==> src/ccco_pkg.sv <==
// Shared constants and carriers for the call/clear/complement execution unit.
// Assumes a 10-bit program counter and 64 file registers.
package ccco_pkg;
  // ------------------------------------------------------------
  // Opcodes
  // ------------------------------------------------------------
  typedef enum logic [2:0] {
    CCCO_OP_NONE = 3'h0,
    CCCO_OP_INDIRECT_CALL = 3'h1,
    CCCO_OP_CLEAR_WORK = 3'h2,
    CCCO_OP_CLEAR_FILE = 3'h3,
    CCCO_OP_INVERT_FILE = 3'h4,
    CCCO_OP_KICK_WATCHDOG = 3'h5
  } ccco_op_t;

  // ------------------------------------------------------------
  // Register offsets (APB byte addresses)
  // ------------------------------------------------------------
  localparam logic [7:0] CCCO_ADDR_CMD = 8'h00;
  localparam logic [7:0] CCCO_ADDR_WORK = 8'h04;
  localparam logic [7:0] CCCO_ADDR_PAGE = 8'h08;
  localparam logic [7:0] CCCO_ADDR_PC = 8'h0C;
  localparam logic [7:0] CCCO_ADDR_STATUS = 8'h10;
  localparam logic [7:0] CCCO_ADDR_SP = 8'h14;
  localparam logic [7:0] CCCO_ADDR_WDOG = 8'h18;
  localparam logic [7:0] CCCO_ADDR_FILE = 8'h1C;
  localparam logic [7:0] CCCO_ADDR_STACK = 8'h20;

  // ------------------------------------------------------------
  // Command, status and watchdog word fields
  // ------------------------------------------------------------
  localparam int CCCO_CMD_OP_LSB = 0;
  localparam int CCCO_CMD_ADDR_LSB = 8;
  localparam int CCCO_CMD_DEST_BIT = 16;
  localparam int CCCO_STAT_ZERO_BIT = 0;
  localparam int CCCO_STAT_EXPIRY_BIT = 1;
  localparam int CCCO_STAT_SLEEP_BIT = 2;
  localparam int CCCO_STAT_BUSY_BIT = 3;
  localparam int CCCO_WDOG_PRESC_LSB = 8;
  localparam int CCCO_WDOG_ASSIGN_BIT = 16;

  // ------------------------------------------------------------
  // Reset values and cycle counts
  // ------------------------------------------------------------
  localparam logic [9:0] CCCO_PC_RESET = 10'h000;
  localparam logic [7:0] CCCO_BYTE_ZERO = 8'h00;
  localparam logic [1:0] CCCO_CALL_CYCLES = 2'h2;

  // Status flags carried together
  typedef struct packed {
    logic zeroFlag;
    logic watchdogExpiryN;
    logic sleepEnteredN;
  } ccco_status_t;

  // Zero test used by the file-invert flag update; the clears set the flag directly
  function automatic logic ccco_is_zero(input logic [7:0] v);
    return (v == 8'h00);
  endfunction
endpackage

==> src/ccco_file_regs.sv <==
// File register bank of 64 bytes, one write port, one async read port.
// Assumes a single mclk domain and synchronous srst.
`timescale 1ns/1ps
`default_nettype none
module ccco_file_regs #(
  parameter int DEPTH = 64
) (
  input wire logic mclk,
  input wire logic srst,
  input wire logic wrEn,
  input wire logic [5:0] wrAddr,
  input wire logic [7:0] wrData,
  input wire logic [5:0] rdAddr,
  output logic [7:0] rdData
);
  import ccco_pkg::*;
  logic [7:0] mem [DEPTH];

  // Combinational read, needed in the same cycle as the write-back
  assign rdData = mem[rdAddr];

  // Storage, cleared on reset so reads are defined
  always_ff @(posedge mclk) begin
    if (srst) begin
      for (int i = 0; i < DEPTH; i++) begin
        mem[i] <= CCCO_BYTE_ZERO;
      end
    end else if (wrEn) begin
      mem[wrAddr] <= wrData;
    end
  end
endmodule
`default_nettype wire

==> src/ccco_call_stack.sv <==
// Return address stack with a push port and a pointer.
// Assumes software never overflows it; the pointer wraps silently.
`timescale 1ns/1ps
`default_nettype none
module ccco_call_stack #(
  parameter int DEPTH = 8,
  parameter int PTRW = 3
) (
  input wire logic mclk,
  input wire logic srst,
  input wire logic push,
  input wire logic [9:0] pushData,
  input wire logic [PTRW-1:0] peekIdx,
  output logic [9:0] peekData,
  output logic [PTRW-1:0] stackPtr
);
  import ccco_pkg::*;
  logic [9:0] slots [DEPTH];
  logic [PTRW-1:0] ptr_r;
  logic [PTRW-1:0] ptr_nxt;

  assign stackPtr = ptr_r;
  assign peekData = slots[peekIdx];

  // Pointer advance on push
  always_comb begin
    ptr_nxt = ptr_r;
    if (push) begin
      ptr_nxt = ptr_r + PTRW'(1);
    end
  end

  // Slot written at current pointer, then pointer moves
  always_ff @(posedge mclk) begin
    if (srst) begin
      ptr_r <= '0;
      for (int i = 0; i < DEPTH; i++) begin
        slots[i] <= CCCO_PC_RESET;
      end
    end else begin
      ptr_r <= ptr_nxt;
      if (push) begin
        slots[ptr_r] <= pushData;
      end
    end
  end
endmodule
`default_nettype wire

==> src/ccco_exec.sv <==
// Execution unit for indirect call, clears, invert and watchdog service.
// Assumes an APB master on mclk; software writes a command word to start.
`timescale 1ns/1ps
`default_nettype none
module ccco_exec #(
  parameter int STACK_DEPTH = 8,
  parameter int STACK_PTRW = 3
) (
  input wire logic mclk,
  input wire logic srst,
  input wire logic psel,
  input wire logic penable,
  input wire logic pwrite,
  input wire logic [7:0] paddr,
  input wire logic [31:0] pwdata,
  output logic [31:0] prdata,
  output logic pready,
  output logic pslverr,
  input wire logic watchdogTick,
  input wire logic prescalerTick,
  output ccco_pkg::ccco_status_t statusOut
);
  import ccco_pkg::*;

  // ------------------------------------------------------------
  // State
  // ------------------------------------------------------------
  typedef enum logic [2:0] {
    ST_IDLE = 3'b001,
    ST_EXEC = 3'b010,
    ST_CALL2 = 3'b100
  } ccco_state_t;

  // Architectural state and its next values
  ccco_state_t state_r, state_nxt;
  ccco_op_t op_r, op_nxt;
  logic [5:0] fAddr_r, fAddr_nxt;
  logic dest_r, dest_nxt;
  logic [7:0] work_r, work_nxt;
  logic [7:0] page_r, page_nxt;
  logic [9:0] pc_r, pc_nxt;
  ccco_status_t stat_r, stat_nxt;
  logic [7:0] wdog_r, wdog_nxt;
  logic [7:0] presc_r, presc_nxt;
  logic pscAssign_r, pscAssign_nxt;
  logic [31:0] prdata_r, prdata_nxt;
  logic pready_r, pready_nxt;
  logic pslverr_r, pslverr_nxt;

  // ------------------------------------------------------------
  // Datapath nets
  // ------------------------------------------------------------
  // Strobes and data into the file bank and the stack
  logic fileWe;
  logic [7:0] fileWData;
  logic [7:0] fileRData;
  logic stkPush;
  logic [9:0] stkData;
  logic [9:0] stkPeek;
  logic [STACK_PTRW-1:0] stkPtr;
  logic [7:0] inverted;
  logic apbAccess;
  logic apbWrite;
  logic busy;

  // ------------------------------------------------------------
  // Submodules
  // ------------------------------------------------------------
  // One address serves both the operand read and the write-back
  ccco_file_regs u_file (
    .mclk(mclk),
    .srst(srst),
    .wrEn(fileWe),
    .wrAddr(fAddr_r),
    .wrData(fileWData),
    .rdAddr(fAddr_r),
    .rdData(fileRData)
  );

  // Peek index comes straight from the word address bits
  ccco_call_stack #(
    .DEPTH(STACK_DEPTH),
    .PTRW(STACK_PTRW)
  ) u_stack (
    .mclk(mclk),
    .srst(srst),
    .push(stkPush),
    .pushData(stkData),
    .peekIdx(paddr[STACK_PTRW+1:2]),
    .peekData(stkPeek),
    .stackPtr(stkPtr)
  );

  // ------------------------------------------------------------
  // Outputs
  // ------------------------------------------------------------
  // Every output is a flop, so the bus sees no decode glitches
  assign prdata = prdata_r;
  assign pready = pready_r;
  assign pslverr = pslverr_r;
  assign statusOut = stat_r;

  // Access phase, answered one cycle later with pready
  assign apbAccess = psel && penable && !pready_r;
  assign apbWrite = apbAccess && pwrite;
  assign busy = state_r != ST_IDLE;

  // Complement of the addressed file byte, used by both destinations
  assign inverted = ~fileRData;

  // ------------------------------------------------------------
  // Instruction execution
  // ------------------------------------------------------------
  // Next-state of the core; commands during a busy call are dropped
  always_comb begin
    state_nxt = state_r;
    op_nxt = op_r;
    fAddr_nxt = fAddr_r;
    dest_nxt = dest_r;
    work_nxt = work_r;
    page_nxt = page_r;
    pc_nxt = pc_r;
    stat_nxt = stat_r;
    wdog_nxt = wdog_r;
    presc_nxt = presc_r;
    pscAssign_nxt = pscAssign_r;
    fileWe = 1'b0;
    fileWData = CCCO_BYTE_ZERO;
    stkPush = 1'b0;
    stkData = pc_r + 10'h001;
    // Free-running counters; a kick below overrides the watchdog, and the prescaler only when assigned
    if (watchdogTick) begin
      wdog_nxt = wdog_r + 8'h01;
    end
    if (prescalerTick) begin
      presc_nxt = presc_r + 8'h01;
    end
    // A call keeps the unit busy for a second cycle
    unique case (state_r)
      ST_IDLE: begin
        if (apbWrite && paddr == CCCO_ADDR_CMD) begin
          op_nxt = ccco_op_t'(pwdata[CCCO_CMD_OP_LSB +: 3]);
          fAddr_nxt = pwdata[CCCO_CMD_ADDR_LSB +: 6];
          dest_nxt = pwdata[CCCO_CMD_DEST_BIT];
          state_nxt = ST_EXEC;
        end
      end
      ST_EXEC: begin
        // Non-call ops retire here and step the counter
        state_nxt = ST_IDLE;
        pc_nxt = pc_r + 10'h001;
        unique case (op_r)
          CCCO_OP_INDIRECT_CALL: begin
            stkPush = 1'b1;
            pc_nxt = pc_r;
            state_nxt = ST_CALL2;
          end
          CCCO_OP_CLEAR_WORK: begin
            work_nxt = CCCO_BYTE_ZERO;
            stat_nxt.zeroFlag = 1'b1;
          end
          CCCO_OP_CLEAR_FILE: begin
            fileWe = 1'b1;
            stat_nxt.zeroFlag = 1'b1;
          end
          CCCO_OP_INVERT_FILE: begin
            if (dest_r) begin
              fileWe = 1'b1;
              fileWData = inverted;
            end else begin
              work_nxt = inverted;
            end
            // Flag follows the result whatever the destination
            stat_nxt.zeroFlag = ccco_is_zero(inverted);
          end
          CCCO_OP_KICK_WATCHDOG: begin
            // Kick beats a tick landing in the same cycle
            wdog_nxt = CCCO_BYTE_ZERO;
            if (pscAssign_r) begin
              presc_nxt = CCCO_BYTE_ZERO;
            end
            stat_nxt.watchdogExpiryN = 1'b1;
            stat_nxt.sleepEnteredN = 1'b1;
          end
          default: begin
          end
        endcase
      end
      ST_CALL2: begin
        // Second cycle of the call: jump to {page[1:0], work}
        pc_nxt = {page_r[1:0], work_r};
        state_nxt = ST_IDLE;
      end
      default: begin
        state_nxt = ST_IDLE;
      end
    endcase
    // Software loads of operands, only when idle to keep ops atomic
    if (apbWrite && state_r == ST_IDLE) begin
      unique case (paddr)
        CCCO_ADDR_WORK: work_nxt = pwdata[7:0];
        CCCO_ADDR_PAGE: page_nxt = pwdata[7:0];
        CCCO_ADDR_PC: pc_nxt = pwdata[9:0];
        CCCO_ADDR_STATUS: begin
          stat_nxt.zeroFlag = pwdata[CCCO_STAT_ZERO_BIT];
          stat_nxt.watchdogExpiryN = pwdata[CCCO_STAT_EXPIRY_BIT];
          stat_nxt.sleepEnteredN = pwdata[CCCO_STAT_SLEEP_BIT];
        end
        CCCO_ADDR_WDOG: pscAssign_nxt = pwdata[CCCO_WDOG_ASSIGN_BIT];
        default: begin
        end
      endcase
    end
  end

  // ------------------------------------------------------------
  // APB read and answer
  // ------------------------------------------------------------
  // Read mux; unmapped addresses answer with pslverr
  always_comb begin
    prdata_nxt = prdata_r;
    pready_nxt = apbAccess;
    pslverr_nxt = 1'b0;
    if (apbAccess) begin
      // Unused bits read as zero
      prdata_nxt = 32'h0000_0000;
      // Stack window, one word per slot
      if (paddr >= CCCO_ADDR_STACK &&
          paddr < CCCO_ADDR_STACK + 8'(4 * STACK_DEPTH)) begin
        prdata_nxt[9:0] = stkPeek;
      end else begin
        unique case (paddr)
          CCCO_ADDR_CMD: prdata_nxt[CCCO_STAT_BUSY_BIT] = busy;
          CCCO_ADDR_WORK: prdata_nxt[7:0] = work_r;
          CCCO_ADDR_PAGE: prdata_nxt[7:0] = page_r;
          CCCO_ADDR_PC: prdata_nxt[9:0] = pc_r;
          CCCO_ADDR_STATUS: begin
            prdata_nxt[CCCO_STAT_ZERO_BIT] = stat_r.zeroFlag;
            prdata_nxt[CCCO_STAT_EXPIRY_BIT] = stat_r.watchdogExpiryN;
            prdata_nxt[CCCO_STAT_SLEEP_BIT] = stat_r.sleepEnteredN;
            prdata_nxt[CCCO_STAT_BUSY_BIT] = busy;
          end
          CCCO_ADDR_SP: prdata_nxt[STACK_PTRW-1:0] = stkPtr;
          CCCO_ADDR_WDOG: begin
            prdata_nxt[7:0] = wdog_r;
            prdata_nxt[CCCO_WDOG_PRESC_LSB +: 8] = presc_r;
            prdata_nxt[CCCO_WDOG_ASSIGN_BIT] = pscAssign_r;
          end
          CCCO_ADDR_FILE: prdata_nxt[7:0] = fileRData;
          default: pslverr_nxt = 1'b1;
        endcase
      end
    end
  end

  // ------------------------------------------------------------
  // Registers
  // ------------------------------------------------------------
  // Every register of the unit, reset to its power-up value
  always_ff @(posedge mclk) begin
    if (srst) begin
      state_r <= ST_IDLE;
      op_r <= CCCO_OP_NONE;
      fAddr_r <= 6'h00;
      dest_r <= 1'b0;
      work_r <= CCCO_BYTE_ZERO;
      page_r <= CCCO_BYTE_ZERO;
      pc_r <= CCCO_PC_RESET;
      stat_r <= '{zeroFlag: 1'b0, watchdogExpiryN: 1'b1,
                  sleepEnteredN: 1'b1};
      wdog_r <= CCCO_BYTE_ZERO;
      presc_r <= CCCO_BYTE_ZERO;
      pscAssign_r <= 1'b0;
      prdata_r <= 32'h0000_0000;
      pready_r <= 1'b0;
      pslverr_r <= 1'b0;
    end else begin
      state_r <= state_nxt;
      op_r <= op_nxt;
      fAddr_r <= fAddr_nxt;
      dest_r <= dest_nxt;
      work_r <= work_nxt;
      page_r <= page_nxt;
      pc_r <= pc_nxt;
      stat_r <= stat_nxt;
      wdog_r <= wdog_nxt;
      presc_r <= presc_nxt;
      pscAssign_r <= pscAssign_nxt;
      prdata_r <= prdata_nxt;
      pready_r <= pready_nxt;
      pslverr_r <= pslverr_nxt;
    end
  end
endmodule
`default_nettype wire

==> config.mk <==
export PLATFORM = sky130hd
export DESIGN_NAME = ccco_exec
export DESIGN_NICKNAME = d
export VERILOG_FILES = /design/src/ccco_pkg.sv /design/src/ccco_file_regs.sv /design/src/ccco_call_stack.sv /design/src/ccco_exec.sv
export SDC_FILE = /design/constraint.sdc
export NUM_CORES = 1
export LEC_CHECK = 0
export ABC_CLOCK_PERIOD_IN_PS = 6800
export BUFFER_PORTS_ARGS = -buffer_cell sky130_fd_sc_hd__buf_2
export CORE_MARGIN = 8
export CORE_UTILIZATION = 55
export DETAILED_ROUTE_END_ITERATION = 10
export GPL_TIMING_DRIVEN = 0
export PLACE_DENSITY = 0.76
export SKIP_CTS_REPAIR_TIMING = 1
export SYNTH_ARGS = -nofsm -noshare
export SYNTH_HDL_FRONTEND = slang
export SYNTH_SLANG_ARGS = --single-unit
==> constraint.sdc <==
create_clock -name mclk -period 6.8 [get_ports mclk]
set_input_delay 0.68 -clock mclk [delete_from_list [all_inputs] [get_ports mclk]]
set_output_delay 0.68 -clock mclk [all_outputs]
set_load 0.01 [all_outputs]
# After elaboration in Yosys (flattened, before gate mapping)
# Memories as Yosys holds them, arrays and structs flattened. A register that Yosys moved wholly into a read port is not among the register bits.
# Index checks and enable logic that the tools add are counted.
dict set report totals {
  wordCells 118
  ff_bits 81
  mem_count 2
  out_inout_bits 37
  ramBits 592
  in_bits 47
}
# memory words width read_ports rd_clocked_by_memory_dff wr line_no
set mem_list {}
lappend mem_list {u_file.mem 64 8 1 1 64 ccco_file_regs.sv:17} ;# logic [7:0] mem [DEPTH];
lappend mem_list {u_stack.slots 8 10 1 0 8 ccco_call_stack.sv:18} ;# logic [9:0] slots [DEPTH];
dict set report op_classes {
  n_eq_ne 17
  bitwise_logic 2
  n_mux 56
  n_reduce_logical 18
  n_addsub 4
  order_cmp 2
}
# op n
set ops {}
lappend ops {{8-bit two-way mux} 15}
lappend ops {{10-bit two-way mux} 5}
lappend ops {{8-bit by 5-bit == test with 1-bit output, second input constant} 4}
lappend ops {{3-bit one-hot mux with 7 select lines} 1}
lappend ops {{10-bit one-hot mux with 2 select lines} 1}
lappend ops {{4-bit one-hot mux with 5 select lines} 1}
lappend ops {{3-bit two-way mux} 6}
lappend ops {{6-bit two-way mux} 3}
lappend ops {{8-bit by 1-bit adder with 8-bit output, second input constant} 2}
lappend ops {{8-bit by 4-bit == test with 1-bit output, second input constant} 2}
lappend ops {{8-bit zero test} 2}
lappend ops {{8-bit one-hot mux with 2 select lines} 1}
lappend ops {{8-bit OR reduction} 2}
lappend ops {{1-bit two-way mux} 15}
lappend ops {{7-bit two-way mux} 2}
lappend ops {{10-bit by 1-bit adder with 10-bit output, second input constant} 1}
lappend ops {{10-bit OR reduction} 1}
lappend ops {{3-bit by 2-bit == test with 1-bit output, second input constant} 3}
lappend ops {{3-bit == test, second input constant} 3}
lappend ops {{8-bit by 3-bit == test with 1-bit output, second input constant} 1}
lappend ops {{8-bit by 6-bit >= comparator with 1-bit output, second input constant} 1}
lappend ops {{8-bit by 7-bit less-than comparator with 1-bit output, second input constant} 1}
lappend ops {{8-bit inverter} 1}
lappend ops {{3-bit by 1-bit == test with 1-bit output, second input constant} 2}
lappend ops {{other kinds (14)} 23}

# Depth between registers and ports, before layout
dict set report logic_depth {
  word_depth 8
  mapped_depth 13
  depth_no_buf 7
}

# Cells and area by module
# A second synthesis with hierarchy kept.
dict set report hier_totals {
  hier_cells 2342
  hier_area_um2 32094.5
}
# mod n_inst seq_area_each_um2 cells_each area_each_um2
set by_module_without_submodules {}
lappend by_module_without_submodules {ccco_file_regs 1 15374.7 1562 23836.6}
lappend by_module_without_submodules {ccco_exec 1 1561.5 531 4445.5}
lappend by_module_without_submodules {ccco_call_stack 1 2462.4 249 3812.4}

# Worst setup path before layout
# OpenSTA, ideal clock, no wires.
dict set report synth_timing {
  path_kind {input-to-reg}
  startpoint {input paddr[2]}
  endpoint {register prdata_r[7], in the netlist prdata[7]}
  n_path_buf 3
  path_stages 7
  arrival_ns 2.464
  setup_slack_ns 4.222
  cell_sequence {clkbuf_1 buf_1 nor3b_1 clkbuf_1 a222oi_1 o211ai_1 o21a_1}
}
dict set report synth_via {
  elab_chain_cells 3
  elab_cells_between_ends 11
}
# element line_no
set synth_rtl {}
lappend synth_rtl {{from (decl)} ccco_exec.sv:14} ;# input wire logic [7:0] paddr,
lappend synth_rtl {{8-bit by 6-bit >= comparator with 1-bit output (tied with other cells)} ccco_exec.sv:228} ;# if (paddr >= CCCO_ADDR_STACK &&
lappend synth_rtl {{1-bit logical AND or 4-bit one-hot mux with 5 select lines (tied branches)} {ccco_exec.sv:228, ccco_exec.sv:232}}
lappend synth_rtl {{10-bit two-way mux (*)} ccco_exec.sv:228}
lappend synth_rtl {{to (signal assigned)} ccco_exec.sv:289} ;# prdata_r <= prdata_nxt;
lappend synth_rtl {{to (decl)} ccco_exec.sv:46} ;# logic [31:0] prdata_r, prdata_nxt;
# Every way passes the cells marked *; elsewhere a longest branch is shown, timed or not.
# A chain may end at the register's enable or synchronous reset.

==> flow_summary.ini <==
[status]
status = complete, but fails checks
violations = capacitance limit, slew limit

[sta]
fin_skew_ns = 0.0226
grt_setup_unrepaired = false
tns_ns = 0
layout_min_cycle_time_ns = 4.61
period_share = 0.677
hold_viol = 0
slew_viol_final = 9
max_freq_ghz = 0.217
setup_violations = 0
worstMarginPinSlew_ns = 1.58
slew_headroom = -0.0602

[global_route]
grt_usage = 0.305
grt_pass1_vias = 20891
grt_pass1_wl_um = 140000
antenna_found_initial = 3
grt_max_degree = 16
grt_remaining_overflow = 0

[synth]
yosys.area.top_type = edfxtp_1
ys_types = 70
async_flop_share = 0
synth.area.top_cells = edfxtp_1 58%, mux4_2 11%, nor2_1 7.8%
ys_seq_area_frac = 0.639
synth_most_common_cell = nor2_1
synth-main-ff-cell = edfxtp_1
synth_seq_cells = 679
synth_area_sq_um = 30600
synthTopCellsByCount = 632 x nor2_1, 592 x edfxtp_1, 143 x mux4_2
syn_avg_cell_area_sq_um = 13.1
syn-instance-count = 2332
synth_top_area_share = 0.582
synth_edf_count = 592
synth_warnings = 0

[place]
routabilityCongestion = 1.04
portBuffers = 47
dp_hpwl_um = 66800

[clocking]
clkTransAtPathRegs_ns = 0.06
cts-root-buf = clkbuf_16
clockBufferDepth = 3
cts_buffers = 71
cts_tree = done
ctsHtreeMaxLevel = 3
cts.sinks = 679
clk_latency_ns = 0.63

[power_and_ir_drop]
p_leak_nw = 10.8
cellPowerDensity_nw_per_um2 = 269
pwr-share-seq = 0.515
power.total_mw = 9.23
peakVddDrop_mv = 0.202
combPwrFrac = 0.037
internal_power_mw = 7.31
swShare = 0.208
power_switching_mw = 1.92
power_frac_clock = 0.448

[drt]
wire_per_inst_um = 30.0
via_per_inst = 6.48
firstDrtPassIters = 6
routed-via-count = 21178
route.detailed.drc = 0
ant_nets = 0
drt_iter0_drc = 2961
wl_um = 97900

[floorplanning]
die_w_um = 252
core_area_sq_um = 55000
start_util = 0.556
pin_count = 84
die_h_um = 252
die-area_sq_um = 63400
rows = 86

[finish]
fillers = 4041
area.growth.synth_to_final_pct = 12.1
final_nets = 2518
final_layout_size_suffix_gt1_frac = 0.190

[job]
max_cap_viol_count = 1

[critical_path]
crit_type = reg2reg
cp-start-kind = flip-flop
end_kind = flip-flop
crit_fanout = 9
crit_arrival_ns = 4.86
required_ns = 7.06

[min_path]
hold_class = in2reg
==> layout make-up <==
cell class / instances / area [sq um] / area share
timing repair buffer: 48 / 246 / 0.00720
clock inverter: 35 / 485 / 0.0142
inverter: 7 / 26.3 / 0.000767
tap: 748 / 936 / 0.0273
buffer: 178 / 1040 / 0.0304
antenna: 1 / 2.50 / 0.0000731
sequential: 679 / 19500 / 0.570
clock buffer: 91 / 1960 / 0.0571
multi-input combinational: 1482 / 10000 / 0.293
==> flip-flops by register name, indices dropped and copies added (netlist names), named ones only <==
name              cells
fAddr_r               6
prdata               17
state_r               3
op_r                  3
presc_r               8
pscAssign_r           1
wdog_r                8
u_file.mem          512
pready                1
u_stack.slots        80
statusOut             3
dest_r                1
pslverr               1
u_stack.stackPtr      3
pc_r                 10
page_r                8
work_r                8
==> power by group through the flow <==
stage / sequential (mW) / combinational (mW) / clock [mW]
after floorplan: 4.81 / 0.207 / 0
after global placement: 4.83 / 0.327 / 0
after detailed placement: 4.84 / 0.332 / 0
after CTS: 4.75 / 0.334 / 4.13
after global routing: 4.77 / 0.352 / 4.29
final: 4.75 / 0.340 / 4.13
==> path summary, 6_finish.rpt <==
path,start,end,slack [ns],cells past startpoint
worst max register to register,op_r[2]$_SDFFE_PP0P_,u_file.mem[49][4]$_SDFFCE_PN0P_,2.19,8
worst min register to register,page_r[2]$_SDFFE_PP0P_,page_r[2]$_SDFFE_PP0P_,0.47,2
worst min-delay path,pwdata[7],page_r[7]$_SDFFE_PP0P_,0.38,3
worst max-delay path,op_r[2]$_SDFFE_PP0P_,u_file.mem[49][4]$_SDFFCE_PN0P_,2.19,8
==> routing by layer <==
layer / vias to the layer above / wire [um] / global-route usage / share of wire
li1: 8733 / - / - / -
met1: 10409 / 33600 / 0.368 / 0.34
met2: 1642 / 44900 / 0.479 / 0.46
met3: 394 / 11700 / 0.0889 / 0.12
met4: 0 / 7680 / 0.199 / 0.078
met5: - / 0 / 0 / 0
==> cells in the final DEF (no fill, tap or decap), drive strengths merged, types with 5 or more instances in the layout <==
| master | count |
|---|---|
| a222oi | 8 |
| mux2i | 45 |
| and2 | 5 |
| a211oi | 17 |
| clkinv | 19 |
| bufinv | 12 |
| nor3b | 11 |
| nor2 | 692 |
| clkbuf | 158 |
| mux2 | 14 |
| buf | 159 |
| nand3 | 45 |
| a22oi | 18 |
| dfxtp | 87 |
| o31ai | 5 |
| nand4 | 7 |
| and3 | 7 |
| nor2b | 9 |
| nor3 | 24 |
| o22ai | 14 |
| mux4 | 143 |
| nor4 | 5 |
| a221oi | 7 |
| nand2 | 145 |
| nand2b | 91 |
| conb | 15 |
| edfxtp | 592 |
| a21oi | 44 |
| xnor2 | 9 |
| xor2 | 15 |
| o21ai | 22 |
| o211ai | 7 |
| inv | 9 |
==> cells by family (layout without fill, tap and decap cells) <==
group | after synthesis | after routing | synth area share
AOI/OAI and AO/OA | 179 | 179 | 0.0401
DFF | 679 | 679 | 0.639
adders and majority gates | 4 | 4 | 0.00164
and+or+nand+nor | 1058 | 1058 | 0.152
other | 1 | 16 | 0.000123
muxes | 202 | 202 | 0.125
buffers and inverters | 185 | 359 | 0.0350
xor gates and xnor gates | 24 | 24 | 0.00688
==> worst max-delay path: stages (launching register included) <==
cell,delay (ns)
dfxtp_1,0.42
nor3b_1,0.49
a22oi_1,0.12
nor3_1,0.38
nand2b_1,0.09
clkbuf_1,0.18
nor2_1,1.21
nand2_1,0.69
nand2b_1,0.66
==> metrics by stage <==
step	hold slack [ns]	setup WS, ns	utilization	cell area, sq um	instances
4_1_cts	0.352	2.42	0.623	34200	3268
3_5_place_dp	0.460	2.46	0.578	31800	3142
2_1_floorplan	0.436	4.22	-	30600	2346
5_1_grt	0.380	2.24	0.623	34200	3268
3_3_place_gp	0.447	2.48	0.578	31800	3141
6_report	0.381	2.19	0.623	34300	3269
No activity file was read; power rests on OpenSTA's default activity.
